--- config.mk ---
export PLATFORM = sky130hd
export DESIGN_NAME = pma_top
export DESIGN_NICKNAME = d
export VERILOG_FILES = /design/src/logic/pma_pkg.sv /design/src/logic/pma_rx_if.sv /design/src/logic/carrier_detect.sv /design/src/logic/fef_detect.sv /design/src/logic/pma_top.sv
export SDC_FILE = /design/constraint.sdc
export NUM_CORES = 1
export LEC_CHECK = 0
export BUFFER_PORTS_ARGS = -buffer_cell sky130_fd_sc_hd__buf_2
export CAP_MARGIN = 20
export CORE_MARGIN = 2
export CORE_UTILIZATION = 45
export DETAILED_ROUTE_END_ITERATION = 12
export GPL_ROUTABILITY_DRIVEN = 0
export PLACE_DENSITY_LB_ADDON = 0.05
export SYNTH_ARGS = -nofsm -noshare
export SYNTH_HDL_FRONTEND = slang
export SYNTH_SLANG_ARGS = --single-unit
--- constraint.sdc ---
create_clock -name i_sys_clk -period 2.2 [get_ports i_sys_clk]
set_input_delay 0.66 -clock i_sys_clk [delete_from_list [all_inputs] [get_ports i_sys_clk]]
set_output_delay 0.66 -clock i_sys_clk [all_outputs]
set_load 0.03 [all_outputs]
--- src/logic/pma_pkg.sv ---
// constants and types shared by the code-bit attachment block
// ---------------------------------------------------------------------------
// How it works
// - far-end fault recognised only after three consecutive fault cycles
// - a fault cycle is 84 ones then one zero, sent and sensed
// - carrier turns on when window holds two non-adjacent zeros
// - carrier turns off after ten consecutive ones
// - each new carrier checked for leading delimiter 1100010001, else error
// - 10-bit history shifts left, new bit enters bit 0, bit 9 oldest
// - fault flag forces link fail; stays false when fault logic is off
// - without negotiation, link control is taken as enable
// - link status is fail, ready or ok
// - stabilisation time lies between 330 and 1000 microseconds
// - fault cycle counter clears on disqualify, saturates at three
// - separate ones counters for generator and detector, never above 84
// - each transmit code-bit yields one nrzi bit, a one toggling the line level
// - each received nrzi bit yields one decoded code-bit to client
// - with fault logic on and no signal detect, the encoder is fed by the fault generator
// - carrier detect and error report may be switched off
// - after onset the detector waits five received bits before checking
// - no signal quality test and no jabber logic here
// - link fails on no signal or disable; ready after stable, then ok
// - generator passes bits with signal on, sends fault cycles without
// - detector accepts an over-long first run of ones
// ---------------------------------------------------------------------------
package pma_pkg;

   // fault indication shape
   localparam logic [1:0] FEF_CYCLES      = 2'h3;
   localparam logic [6:0] FEF_ONES        = 7'h54;

   // carrier detect
   localparam int         WIN_BITS        = 10;
   localparam int         HIST_BITS       = 10;
   localparam logic [9:0] SSD_PATTERN     = 10'h311;
   localparam logic [9:0] ALL_ONES        = 10'h3FF;
   localparam logic [2:0] SSD_WAIT_BITS   = 3'h5;
   localparam int         SSD_LAG         = 0;

   // link stabilisation timer
   localparam int         CLK_MHZ         = 40;
   localparam int         STABILIZE_US    = 330;
   localparam int         STABILIZE_MAX_US = 1000;
   localparam int         STABILIZE_CYC   = STABILIZE_US * CLK_MHZ;
   localparam int         TIMER_W         = 16;

   // link control encoding
   localparam logic [1:0] LC_SCAN         = 2'h0;
   localparam logic [1:0] LC_DISABLE      = 2'h1;
   localparam logic [1:0] LC_ENABLE       = 2'h2;

   // link status encoding
   localparam logic [1:0] LS_FAIL         = 2'h0;
   localparam logic [1:0] LS_READY        = 2'h1;
   localparam logic [1:0] LS_OK           = 2'h2;

   // register map
   localparam logic [3:0] CTRL_ADDR       = 4'h0;
   localparam logic [3:0] STATUS_ADDR     = 4'h4;
   localparam int         CTRL_FEF_BIT    = 0;
   localparam int         CTRL_ANEG_BIT   = 1;
   localparam int         CTRL_CARR_BIT   = 2;
   localparam logic [2:0] CTRL_RESET      = 3'h4;
   localparam int         ST_LINK_LSB     = 0;
   localparam int         ST_CARR_BIT     = 2;
   localparam int         ST_RXERR_BIT    = 3;
   localparam int         ST_FAULT_BIT    = 4;
   localparam int         ST_SIG_BIT      = 5;
   localparam logic [1:0] RESP_OKAY       = 2'h0;
   localparam logic [1:0] RESP_SLVERR     = 2'h2;

   typedef enum logic [1:0] {LM_FAIL, LM_STABLE, LM_READY, LM_OK} link_e;
   typedef enum logic [1:0] {CD_OFF, CD_WAIT, CD_ON} carrier_e;

endpackage

--- src/logic/pma_rx_if.sv ---
// decoded receive bit stream shared by the detectors
`timescale 1ns/1ps
interface pma_rx_if;
   logic bit_valid;
   logic code_bit;
   logic fef_en;
   logic carrier_en;
   logic carrier_on;
   logic rx_error;
   logic faulting;

   modport src (output bit_valid, code_bit, fef_en, carrier_en,
                input  carrier_on, rx_error, faulting);
   modport cd  (input  bit_valid, code_bit, carrier_en,
                output carrier_on, rx_error);
   modport fd  (input  bit_valid, code_bit, fef_en,
                output faulting);
endinterface

--- src/logic/carrier_detect.sv ---
// carrier detect with start-of-stream delimiter check
`timescale 1ns/1ps
module carrier_detect
(
   input  wire logic i_sys_clk,
   input  wire logic i_sys_rst,
   pma_rx_if.cd      rx
);

   // any two zeros at least two positions apart
   function automatic logic split_zeros(input logic [9:0] w);
      logic hit;
      hit = 1'b0;
      for (int i = 0; i < pma_pkg::WIN_BITS; i++)
      begin
         for (int j = i + 2; j < pma_pkg::WIN_BITS; j++)
         begin
            if (!w[i] && !w[j])
               hit = 1'b1;
         end
      end
      return hit;
   endfunction

   logic [pma_pkg::HIST_BITS-1:0] hist_ff;
   pma_pkg::carrier_e              state_ff;
   logic [2:0]                     wait_ff;
   logic                           err_ff;

   wire [pma_pkg::HIST_BITS-1:0] nxt_hist =
      {hist_ff[pma_pkg::HIST_BITS-2:0], rx.code_bit};
   wire [9:0] win       = nxt_hist[9:0];
   wire [9:0] ssd_win   = nxt_hist[9+pma_pkg::SSD_LAG:pma_pkg::SSD_LAG];
   wire       onset     = split_zeros(win);
   wire       idle_seen = (win == pma_pkg::ALL_ONES);

   always_ff @(posedge i_sys_clk)
   begin
      if (i_sys_rst || !rx.carrier_en)
      begin
         hist_ff  <= '1;
         state_ff <= pma_pkg::CD_OFF;
         wait_ff  <= 3'h0;
         err_ff   <= 1'b0;
      end
      else if (rx.bit_valid)
      begin
         hist_ff <= nxt_hist;
         case (state_ff)
            pma_pkg::CD_OFF:
               if (onset)
               begin
                  state_ff <= pma_pkg::CD_WAIT;
                  wait_ff  <= 3'h1;
                  err_ff   <= 1'b0;
               end
            pma_pkg::CD_WAIT:
               if (wait_ff == pma_pkg::SSD_WAIT_BITS)
               begin
                  err_ff   <= (ssd_win != pma_pkg::SSD_PATTERN);
                  state_ff <= idle_seen ? pma_pkg::CD_OFF
                                        : pma_pkg::CD_ON;
               end
               else
                  wait_ff <= wait_ff + 3'h1;
            pma_pkg::CD_ON:
               if (idle_seen)
                  state_ff <= pma_pkg::CD_OFF;
            default:
               state_ff <= pma_pkg::CD_OFF;
         endcase
      end
   end

   assign rx.carrier_on = (state_ff != pma_pkg::CD_OFF);
   assign rx.rx_error   = err_ff;

endmodule // carrier_detect

--- src/logic/fef_detect.sv ---
// far-end fault indication detector
`timescale 1ns/1ps
module fef_detect
(
   input  wire logic i_sys_clk,
   input  wire logic i_sys_rst,
   pma_rx_if.fd      rx
);

   logic [6:0] ones_ff;
   logic [1:0] cycles_ff;

   wire full_run = (ones_ff == pma_pkg::FEF_ONES);
   // an over-long run is only tolerated before the first counted cycle
   wire too_long = full_run && (cycles_ff != 2'h0);

   always_ff @(posedge i_sys_clk)
   begin
      if (i_sys_rst || !rx.fef_en)
      begin
         ones_ff   <= 7'h00;
         cycles_ff <= 2'h0;
      end
      else if (rx.bit_valid)
      begin
         if (rx.code_bit)
         begin
            if (too_long)
            begin
               ones_ff   <= 7'h00;
               cycles_ff <= 2'h0;
            end
            else if (!full_run)
               ones_ff <= ones_ff + 7'h01;
         end
         else
         begin
            ones_ff <= 7'h00;
            if (!full_run)
               cycles_ff <= 2'h0;
            else if (cycles_ff != pma_pkg::FEF_CYCLES)
               cycles_ff <= cycles_ff + 2'h1;
         end
      end
   end

   assign rx.faulting = (cycles_ff == pma_pkg::FEF_CYCLES);

endmodule // fef_detect

--- src/logic/pma_top.sv ---
// code-bit attachment: nrzi paths, fault generator, link monitor, registers
`timescale 1ns/1ps
module pma_top
#(
   parameter int STABILIZE_CYCLES = pma_pkg::STABILIZE_CYC
)
(
   input  wire logic        i_sys_clk,
   input  wire logic        i_sys_rst,
   // client transmit side
   input  wire logic        i_tx_code_valid,
   input  wire logic        i_tx_code_bit,
   // medium transmit side
   output logic             o_tx_nrzi_valid,
   output logic             o_tx_nrzi_bit,
   // medium receive side
   input  wire logic        i_rx_nrzi_valid,
   input  wire logic        i_rx_nrzi_bit,
   input  wire logic        i_signal_detect,
   // client receive side
   output logic             o_rx_code_valid,
   output logic             o_rx_code_bit,
   output logic             o_carrier_on,
   output logic             o_rx_error,
   output logic             o_faulting,
   output logic [1:0]       o_link_status,
   // negotiation control
   input  wire logic [1:0]  i_link_control,
   // axi4-lite slave
   input  wire logic [3:0]  i_awaddr,
   input  wire logic        i_awvalid,
   output logic             o_awready,
   input  wire logic [31:0] i_wdata,
   input  wire logic [3:0]  i_wstrb,
   input  wire logic        i_wvalid,
   output logic             o_wready,
   output logic [1:0]       o_bresp,
   output logic             o_bvalid,
   input  wire logic        i_bready,
   input  wire logic [3:0]  i_araddr,
   input  wire logic        i_arvalid,
   output logic             o_arready,
   output logic [31:0]      o_rdata,
   output logic [1:0]       o_rresp,
   output logic             o_rvalid,
   input  wire logic        i_rready
);

   // ------------------------------------------------------------------------
   // control register
   // ------------------------------------------------------------------------
   logic [2:0] ctrl_ff;

   wire fef_en     = ctrl_ff[pma_pkg::CTRL_FEF_BIT];
   wire aneg_en    = ctrl_ff[pma_pkg::CTRL_ANEG_BIT];
   wire carrier_en = ctrl_ff[pma_pkg::CTRL_CARR_BIT];

   // ------------------------------------------------------------------------
   // shared receive stream
   // ------------------------------------------------------------------------
   pma_rx_if rx_bus ();

   carrier_detect u_carrier
   (
      .i_sys_clk (i_sys_clk),
      .i_sys_rst (i_sys_rst),
      .rx        (rx_bus.cd)
   );

   fef_detect u_fef
   (
      .i_sys_clk (i_sys_clk),
      .i_sys_rst (i_sys_rst),
      .rx        (rx_bus.fd)
   );

   // ------------------------------------------------------------------------
   // receive nrzi decode
   // ------------------------------------------------------------------------
   logic rx_line_ff;
   logic rx_valid_ff;
   logic rx_bit_ff;

   // a one is a change of line level since the previous bit
   wire rx_decoded = i_rx_nrzi_bit ^ rx_line_ff;

   always_ff @(posedge i_sys_clk)
   begin
      if (i_sys_rst)
      begin
         rx_line_ff  <= 1'b0;
         rx_valid_ff <= 1'b0;
         rx_bit_ff   <= 1'b0;
      end
      else
      begin
         rx_valid_ff <= i_rx_nrzi_valid;
         if (i_rx_nrzi_valid)
         begin
            rx_line_ff <= i_rx_nrzi_bit;
            rx_bit_ff  <= rx_decoded;
         end
      end
   end

   // same bit goes to client and both detectors in the same cycle
   assign rx_bus.bit_valid  = rx_valid_ff;
   assign rx_bus.code_bit   = rx_bit_ff;
   assign rx_bus.fef_en     = fef_en;
   assign rx_bus.carrier_en = carrier_en;

   assign o_rx_code_valid = rx_valid_ff;
   assign o_rx_code_bit   = rx_bit_ff;
   assign o_carrier_on    = rx_bus.carrier_on;
   assign o_rx_error      = rx_bus.rx_error;

   // faulting held false when the fault logic is switched off
   wire faulting = fef_en && rx_bus.faulting;
   assign o_faulting = faulting;

   // ------------------------------------------------------------------------
   // far-end fault generator
   // ------------------------------------------------------------------------
   logic [6:0] gen_ones_ff;

   wire gen_active = fef_en && !i_signal_detect;
   wire gen_done   = (gen_ones_ff == pma_pkg::FEF_ONES);
   wire gen_bit    = !gen_done;
   wire tx_src_bit = gen_active ? gen_bit : i_tx_code_bit;

   always_ff @(posedge i_sys_clk)
   begin
      if (i_sys_rst || !gen_active)
         gen_ones_ff <= 7'h00;
      else if (i_tx_code_valid)
         gen_ones_ff <= gen_done ? 7'h00 : gen_ones_ff + 7'h01;
   end

   // ------------------------------------------------------------------------
   // transmit nrzi encode
   // ------------------------------------------------------------------------
   logic tx_line_ff;
   logic tx_valid_ff;

   always_ff @(posedge i_sys_clk)
   begin
      if (i_sys_rst)
      begin
         tx_line_ff  <= 1'b0;
         tx_valid_ff <= 1'b0;
      end
      else
      begin
         tx_valid_ff <= i_tx_code_valid;
         if (i_tx_code_valid)
            tx_line_ff <= tx_line_ff ^ tx_src_bit;
      end
   end

   assign o_tx_nrzi_valid = tx_valid_ff;
   assign o_tx_nrzi_bit   = tx_line_ff;

   // ------------------------------------------------------------------------
   // link monitor
   // ------------------------------------------------------------------------
   // collision sensing relies on this monitor; no separate self test and
   // no jabber timer are built, the repeater owns jabber protection
   pma_pkg::link_e             link_ff;
   logic [pma_pkg::TIMER_W-1:0] timer_ff;

   wire [1:0] link_ctl = aneg_en ? i_link_control
                                 : pma_pkg::LC_ENABLE;
   wire link_kill  = !i_signal_detect || faulting ||
                     (link_ctl == pma_pkg::LC_DISABLE);
   wire timer_done =
      (timer_ff == pma_pkg::TIMER_W'(STABILIZE_CYCLES - 1));

   always_ff @(posedge i_sys_clk)
   begin
      if (i_sys_rst || link_kill)
      begin
         link_ff  <= pma_pkg::LM_FAIL;
         timer_ff <= '0;
      end
      else
      begin
         case (link_ff)
            pma_pkg::LM_FAIL:
            begin
               link_ff  <= pma_pkg::LM_STABLE;
               timer_ff <= '0;
            end
            pma_pkg::LM_STABLE:
               if (timer_done)
                  link_ff <= pma_pkg::LM_READY;
               else
                  timer_ff <= timer_ff + pma_pkg::TIMER_W'(1);
            pma_pkg::LM_READY:
               if (link_ctl == pma_pkg::LC_ENABLE)
                  link_ff <= pma_pkg::LM_OK;
            pma_pkg::LM_OK:
               if (link_ctl != pma_pkg::LC_ENABLE)
                  link_ff <= pma_pkg::LM_READY;
            default:
               link_ff <= pma_pkg::LM_FAIL;
         endcase
      end
   end

   // stabilising counts as not intact
   assign o_link_status =
      (link_ff == pma_pkg::LM_OK)    ? pma_pkg::LS_OK    :
      (link_ff == pma_pkg::LM_READY) ? pma_pkg::LS_READY :
                                       pma_pkg::LS_FAIL;

   // ------------------------------------------------------------------------
   // axi4-lite write channel
   // ------------------------------------------------------------------------
   logic        aw_got_ff;
   logic        w_got_ff;
   logic [3:0]  awaddr_ff;
   logic [31:0] wdata_ff;
   logic [3:0]  wstrb_ff;
   logic        bvalid_ff;
   logic [1:0]  bresp_ff;

   wire aw_take  = i_awvalid && o_awready;
   wire w_take   = i_wvalid && o_wready;
   wire aw_have  = aw_got_ff || aw_take;
   wire w_have   = w_got_ff || w_take;
   wire do_write = aw_have && w_have && !bvalid_ff;
   wire [3:0]  wr_addr = aw_got_ff ? awaddr_ff : i_awaddr;
   wire [31:0] wr_data = w_got_ff ? wdata_ff : i_wdata;
   wire [3:0]  wr_strb = w_got_ff ? wstrb_ff : i_wstrb;
   wire        wr_ctrl = (wr_addr == pma_pkg::CTRL_ADDR);
   wire        wr_hit  = wr_ctrl || (wr_addr == pma_pkg::STATUS_ADDR);

   assign o_awready = !aw_got_ff && !bvalid_ff;
   assign o_wready  = !w_got_ff && !bvalid_ff;
   assign o_bvalid  = bvalid_ff;
   assign o_bresp   = bresp_ff;

   always_ff @(posedge i_sys_clk)
   begin
      if (i_sys_rst)
      begin
         aw_got_ff <= 1'b0;
         w_got_ff  <= 1'b0;
         awaddr_ff <= 4'h0;
         wdata_ff  <= 32'h0000_0000;
         wstrb_ff  <= 4'h0;
         bvalid_ff <= 1'b0;
         bresp_ff  <= pma_pkg::RESP_OKAY;
         ctrl_ff   <= pma_pkg::CTRL_RESET;
      end
      else
      begin
         if (do_write)
         begin
            aw_got_ff <= 1'b0;
            w_got_ff  <= 1'b0;
            bvalid_ff <= 1'b1;
            bresp_ff  <= wr_hit ? pma_pkg::RESP_OKAY
                                : pma_pkg::RESP_SLVERR;
            if (wr_ctrl && wr_strb[0])
               ctrl_ff <= wr_data[2:0];
         end
         else
         begin
            if (aw_take)
            begin
               aw_got_ff <= 1'b1;
               awaddr_ff <= i_awaddr;
            end
            if (w_take)
            begin
               w_got_ff <= 1'b1;
               wdata_ff <= i_wdata;
               wstrb_ff <= i_wstrb;
            end
            if (bvalid_ff && i_bready)
               bvalid_ff <= 1'b0;
         end
      end
   end

   // ------------------------------------------------------------------------
   // axi4-lite read channel
   // ------------------------------------------------------------------------
   logic        rvalid_ff;
   logic [31:0] rdata_ff;
   logic [1:0]  rresp_ff;

   wire [31:0] status_word = {26'h0, i_signal_detect, faulting,
                              rx_bus.rx_error, rx_bus.carrier_on,
                              o_link_status};
   wire [31:0] ctrl_word   = {29'h0, ctrl_ff};
   wire rd_ctrl   = (i_araddr == pma_pkg::CTRL_ADDR);
   wire rd_status = (i_araddr == pma_pkg::STATUS_ADDR);
   wire [31:0] rd_word = rd_ctrl   ? ctrl_word   :
                         rd_status ? status_word : 32'h0000_0000;

   assign o_arready = !rvalid_ff;
   assign o_rvalid  = rvalid_ff;
   assign o_rdata   = rdata_ff;
   assign o_rresp   = rresp_ff;

   always_ff @(posedge i_sys_clk)
   begin
      if (i_sys_rst)
      begin
         rvalid_ff <= 1'b0;
         rdata_ff  <= 32'h0000_0000;
         rresp_ff  <= pma_pkg::RESP_OKAY;
      end
      else if (i_arvalid && o_arready)
      begin
         rvalid_ff <= 1'b1;
         rdata_ff  <= rd_word;
         rresp_ff  <= (rd_ctrl || rd_status) ? pma_pkg::RESP_OKAY
                                             : pma_pkg::RESP_SLVERR;
      end
      else if (rvalid_ff && i_rready)
         rvalid_ff <= 1'b0;
   end

endmodule // pma_top

==> metrics, run 1 <==
Post-synth top cells dfxtp_1 (77), nor2_1 (60), nand2_1 (39), buf_4 (30), mux2i_1 (25); die height 97.63 µm; CP Class reg2out; worst r2r src u_fef.cycles_ff[0]$_SDFFE_PP0P_; CP Capture Type primary output; Final Hold Viols 0; Tmin final 2.018 ns; worst-margin pin slew 0.5223 ns; Critical path origin link_ff[0]$_SDFFE_PP0P_; post-synthesis sequential area ratio 39.07%; final worst path period share between 90% and 100%; grt total ovfl 0; initial core utilization 45.91%; synth warn 0; post-CTS resize count 0; most frequent cell after synthesis dfxtp_1; Final Core Density 51.49%; Synth area leaders dfxtp_1 (39%), mux2i_1 (6.3%), buf_4 (5.7%), nor2_1 (5.7%), nand2_1 (3.7%); via/cell ratio 5.152; unrepaired setup endpoints after global routing no; area share of the largest cell type after synthesis 39.07%; global-route wire length before repair between 10000 and 15000 µm; EDFF count, synth 0; largest net degree at the start of global routing 32; I/O Buffers 47; worst skew pair latency 0.33 ns; worst vdd ir 326.6 µV; Hold Startpoint o_rvalid$_SDFFE_PP0P_; most used flip-flop cell after synthesis dfxtp_1; critical path peak fanout 7; CTS Buf Count 9; register bit total from synthesis a little under 80; area grow syn2layout 12.15%; maxcap violations 0; Final setup violation count 0; cell area power density 640.8 nW/µm²; Post-Syn Area 3945 µm²; Yosys cell types 65; Routed Antenna Nets 0; cell count after synthesis 450; FFs w/ async S/R, synth 0%; Top-Level Pins 108; Nets 573; H-tree levels 3; WL final approximately 8000 µm; initial antenna violation count 0; HPWL Detailed 5944 µm; vias in the first global route between 3000 and 4000; Post-CTS Setup Inserts 0; drt pass-1 iters 4; largest area contributor in the netlist dfxtp_1; GRT Total Usage 17.90%; # clock sinks 77; setup TNS 0 ns; leak pwr around 0.0018 µW; Worst setup SP type flip-flop; Root Buffer clkbuf_8; share of layout cells above drive strength 1 19.18%; Die W just under 100 µm; clock buffer depth 2; DRC viols 0; FMAX 495.6 MHz; crit path DAT 1.36 ns; Die Area 9532 µm²; initial DRC count 102; Setup Skew 0.008097 ns; CORE AREA approximately 8600 µm²; site row count 34; vias around 3200; CTS tree built; Design Power 2835 µW; post-synthesis average cell area 8.767 µm²; status finished, final reports clean; Relative slew margins 64.81%; Pins Over Slew Limit 0; clk slew on worst S/H paths around 0.070 ns; Routed WL per cell 12.94 µm; antenna cells 0; class of the worst hold path reg2reg; CP Data Required Time 1.54 ns; # hold bufs at CTS 0
[cell families (layout without fill, tap and decap cells)]
family          count (synthesis)  after routing  share of synthesized area [%]
compound gates                 71             71                          12.69
buf+inv                        62             96                          9.324
fa+ha+maj                       9              9                          2.854
flops                          77             77                          39.07
simple gates                  182            182                          23.95
mux                            31             31                          8.246
other cells                     1             28                        0.09506
xor+xnor                       17             17                          3.774
[power breakdown]
part | switching (µW) | internal, µW
clock | 495 | 548
combinational | 222 | 113
sequential | 33.0 | 1420
[worst max-delay path, cell delays in order (launching register included)]
cell and delay (ns):
dfxtp_1 0.47, buf_4 0.20, and2_1 0.16, buf_2 0.20
[worst paths after layout]
path                               end  slack, ns  cells after the start
min reg2reg      o_rvalid$_SDFFE_PP0P_       0.48                      1
max                   o_link_status[1]       0.18                      3
min              o_rvalid$_SDFFE_PP0P_       0.48                      1
max reg2reg  timer_ff[15]$_SDFFE_PP0P_       0.22                      5
[area by class of cell]
type / instances / area, µm²
clock buffer: 11 / 141.4
clock inverter: 5 / 50.05
fill: 860 / 4169
inverter: 17 / 63.81
multi-input combinational: 338 / 2137
sequential: 77 / 1541
tap: 108 / 135.1
timing repair buffer: 63 / 355.3
[cell usage in the layout (no fill, tap or decap), types with 3 or more instances in the layout]
cell type	n
mux2i_1	25
dfxtp_1	77
nand4_1	7
ha_1	9
o21ai_0	4
o22ai_1	4
a21o_1	5
a21oi_1	19
nor2b_1	6
nor4_1	6
nor2_1	60
nand2b_1	6
o211ai_1	3
inv_1	17
o31ai_1	5
a22oi_1	4
a211oi_1	5
clkbuf_8	10
buf_4	16
and2_1	5
a211o_1	4
clkinv_2	4
buf_2	47
and3_1	3
xnor2_1	8
a32oi_1	4
conb_1	28
nand2_1	39
xor2_1	9
nand3_1	13
mux2_2	4
nor3_1	11
[layer usage]
metal / up-vias / share of wire, % / global-route usage [%]
li1: 1636 / - / -
met1: 1455 / 51 / 26.06
met2: 92 / 42 / 26.42
met3: 6 / 5.7 / 3.741
met4: 0 / 0.97 / 5.876
met5: - / 0 / 0
[through the flow]
stage	instances	hold WS, ns	instance area [µm²]	setup slack [ns]
after floorplan	477	0.4547	4046	0.2790
after CTS	619	0.4833	4424	0.1361
after global placement	603	0.4700	4233	0.07052
final	619	0.4838	4424	0.1821
after global routing	619	0.5087	4424	0.06449
after detailed placement	603	0.4741	4233	0.06610
[state kept, by name, indices dropped and copies added, names as in the netlist, 2 cells and up]
signal,cells
wdata_ff,3
gen_ones_ff,7
u_carrier.hist_ff,9
awaddr_ff,4
timer_ff,16
u_fef.cycles_ff,2
o_rdata,6
u_fef.ones_ff,7
ctrl_ff,3
link_ff,2
u_carrier.wait_ff,3
u_carrier.state_ff,2
(Power assumes the default switching activity.)
==> run 2: changes to the inputs <==
--- a/config.mk
+++ b/config.mk
@@ -9,9 +9,10 @@
 export CAP_MARGIN = 20
 export CORE_MARGIN = 2
 export CORE_UTILIZATION = 45
+export CTS_CLUSTER_SIZE = 40
 export DETAILED_ROUTE_END_ITERATION = 12
 export GPL_ROUTABILITY_DRIVEN = 0
-export PLACE_DENSITY_LB_ADDON = 0.05
+export PLACE_DENSITY = 0.7
 export SYNTH_ARGS = -nofsm -noshare
 export SYNTH_HDL_FRONTEND = slang
 export SYNTH_SLANG_ARGS = --single-unit
==> run 2 against run 1 <==
Fmax rose by 0.98%. Count of clock-buffer cells in the layout is 2 lower. Sequential cell count is the same. Sequential share of layout area decreased by 0.12 points. Highest routed layer unchanged. Combinational power is 1% higher. Core utilization up 0.17 points. Clock skew rose by 0.0030 ns. Clock power rose by 4%. Wire length is 1.1% higher. Via count is 2.1% higher. Non-clock buffer count increased by 1. Worst hold slack about the same. Critical endpoint is now o_faulting.
==> metrics, run 2 (same netlist as run 1, synthesis figures left out) <==
status finished, final reports clean; RR Endpoint timer_ff[15]$_SDFFE_PP0P_; Reg area 1541 µm² (unchanged); worst vdd ir 474.5 µV (+45%); Top-Level Pins 108 (unchanged); DRC viols 0 (unchanged); CP Data Required Time 1.54 ns (about the same); HPWL Detailed 5979 µm (+0.59%); Hold Startpoint i_rready; leak pwr 0.001801 µW (-0.26%); Biggest register timer_ff; fillcell total 787 (-8.5%); Pins Over Slew Limit 0 (unchanged); # hold bufs at CTS 0 (unchanged); Routed Antenna Nets 0 (unchanged); initial antenna violation count 0 (unchanged); clk slew on worst S/H paths 0.09 ns (+0.02 ns); critical path peak fanout 4 (-3); final worst path period share 90.84% (-0.89 points); drt pass-1 iters 4 (unchanged); Clk pwr share 37.5% (+0.7 points); Area after DPL 4240 µm² (+0.18%); cell area power density 646.4 nW/µm² (+0.87%); maxcap violations 0 (unchanged); Internal 2064 µW (-1.0%); grt total ovfl 0 (unchanged); Post-CTS Setup Inserts 0 (unchanged); max reg flops 16 (unchanged); WL final 8098 µm (+1.1%); top flop regs timer_ff (16), u_carrier.hist_ff (9); I/O Buffers 47 (unchanged); via/cell ratio 5.252 (+1.9%); Die W 97.63 µm (unchanged); GRT Total Usage 17.42% (-0.49 points); unrepaired setup endpoints after global routing no; Final setup violation count 0 (unchanged); flop-to-flop setup slack 0.25 ns (+0.03 ns); FMAX 500.4 MHz (+0.98%); Final Cell Area 4439 µm² (+0.34%); most common cell after layout, fill and taps aside dfxtp_1; worst skew pair latency 0.35 ns (+0.02 ns); H-tree levels 3 (unchanged); # clock sinks 77 (unchanged); Routed WL per cell 13.06 µm (+0.94%); CTS Buf Count 9 (unchanged); CTS tree built; worst r2r src u_fef.cycles_ff[0]$_SDFFE_PP0P_; setup TNS 0 ns (unchanged); post-CTS resize count 0 (unchanged); die height 97.63 µm (unchanged); Die Area 9532 µm² (unchanged); Hold Crit Depth 2 (+1); CORE AREA 8593 µm² (unchanged); most frequent cells in the layout dfxtp_1 (77), nor2_1 (60), buf_2 (47); combinational share of power 11.9% (about the same); switching power 805.6 µW (+7.3%); Relative slew margins 62.75% (-2.1 points); area occupied by multi-input gates 2137 µm² (unchanged); initial core utilization 45.91% (unchanged); Root Buffer clkbuf_8; class of the worst hold path in2reg; share of layout cells above drive strength 1 19.53% (+0.35 points); sequential power share 50.6% (-0.8 points); crit path DAT 1.34 ns (-0.02 ns); CP Capture Type primary output; Tmin final 1.998 ns (-0.01949 ns); CP Class reg2out; antenna cells 0 (unchanged); Final Hold Viols 0 (unchanged); largest net degree at the start of global routing 32 (unchanged); area grow syn2layout 12.53%; Setup Skew 0.01109 ns (+0.002988 ns); site row count 34 (unchanged); vias in the first global route 3031 (+0.13%); Fin Hold WS 0.4835 ns (-0.0003020 ns); reg2reg path depth 5 (unchanged); global-route wire length before repair 13830 µm (-3.1%); clock buffer depth 2 (unchanged); worst-margin pin slew 0.5529 ns (+0.03059 ns); Min-Delay Endpoint o_rvalid$_SDFFE_PP0P_; Worst setup SP type flip-flop; vias 3256 (+2.1%); switching power share of the total 28.07% (+1.6 points); initial DRC count 170 (+67%); Nets 574 (+0.17%)
==> run 2: cell count changes in the layout (fill, tap and decap cells not counted), sizes merged <==
cell      previous run  this run
buf                 63        64
clkbuf              11         9
clkinv               4         2
clkinvlp             0         3
inv                 17        18
==> run 2: cell type report <==
class                      instances  share of cell area, %
clock buffer                       9                  2.790
clock inverter                     7                  1.691
inverter                          17                  1.437
multi-input combinational        338                  48.14
sequential                        77                  34.72
tap                              108                  3.044
timing repair buffer              64                  8.174
==> run 2: metal layers <==
metal	global-route usage [%]	up-vias	wire length (µm)
li1	-	1644	-
met5	0	-	0
met4	7.585	0	156
met2	28.06	69	3741
met1	22.79	1532	3885
met3	3.237	11	316
==> run 2: power groups by stage <==
stage	Clock [µW]	Sequential, µW	Combinational [µW]
4_1_cts	1100	1450	341
3_3_place_gp	0	1480	336
6_report	1080	1450	340
2_1_floorplan	0	1500	274
3_5_place_dp	0	1490	340
5_1_grt	1150	1460	371
==> run 2: worst max-delay path by stage <==
stage	from	endpoint	slack, ns	cells after the start
floorplan	u_fef.cycles_ff[0]$_SDFFE_PP0P_	timer_ff[11]$_SDFFE_PP0P_	0.28	6
global placement	i_link_control[0]	timer_ff[13]$_SDFFE_PP0P_	0.11	5
detailed placement	i_link_control[1]	timer_ff[15]$_SDFFE_PP0P_	0.1	5
CTS	u_fef.cycles_ff[0]$_SDFFE_PP0P_	o_faulting	0.19	3
global route	link_ff[1]$_SDFFE_PP0P_	o_link_status[0]	0.06	3
finish	u_fef.cycles_ff[0]$_SDFFE_PP0P_	o_faulting	0.20	3
==> run 2: per-stage QoR <==
| step | cells | util (%) | setup slack [ns] | total power [µW] |
|---|---|---|---|---|
| floorplan | 477 | - | 0.2790 | 1773 |
| global placement | 604 | 49.34 | 0.1137 | 1820 |
| detailed placement | 604 | 49.34 | 0.09841 | 1825 |
| CTS | 620 | 51.66 | 0.1871 | 2897 |
| global route | 620 | 51.66 | 0.06030 | 2982 |
| finish | 620 | 51.66 | 0.2016 | 2870 |
==> run 2: worst max-delay path, cell delays in order (launching register included) <==
cell and delay [ns]:
dfxtp_1 0.37, ha_1 0.18, and2_1 0.22, buf_2 0.23
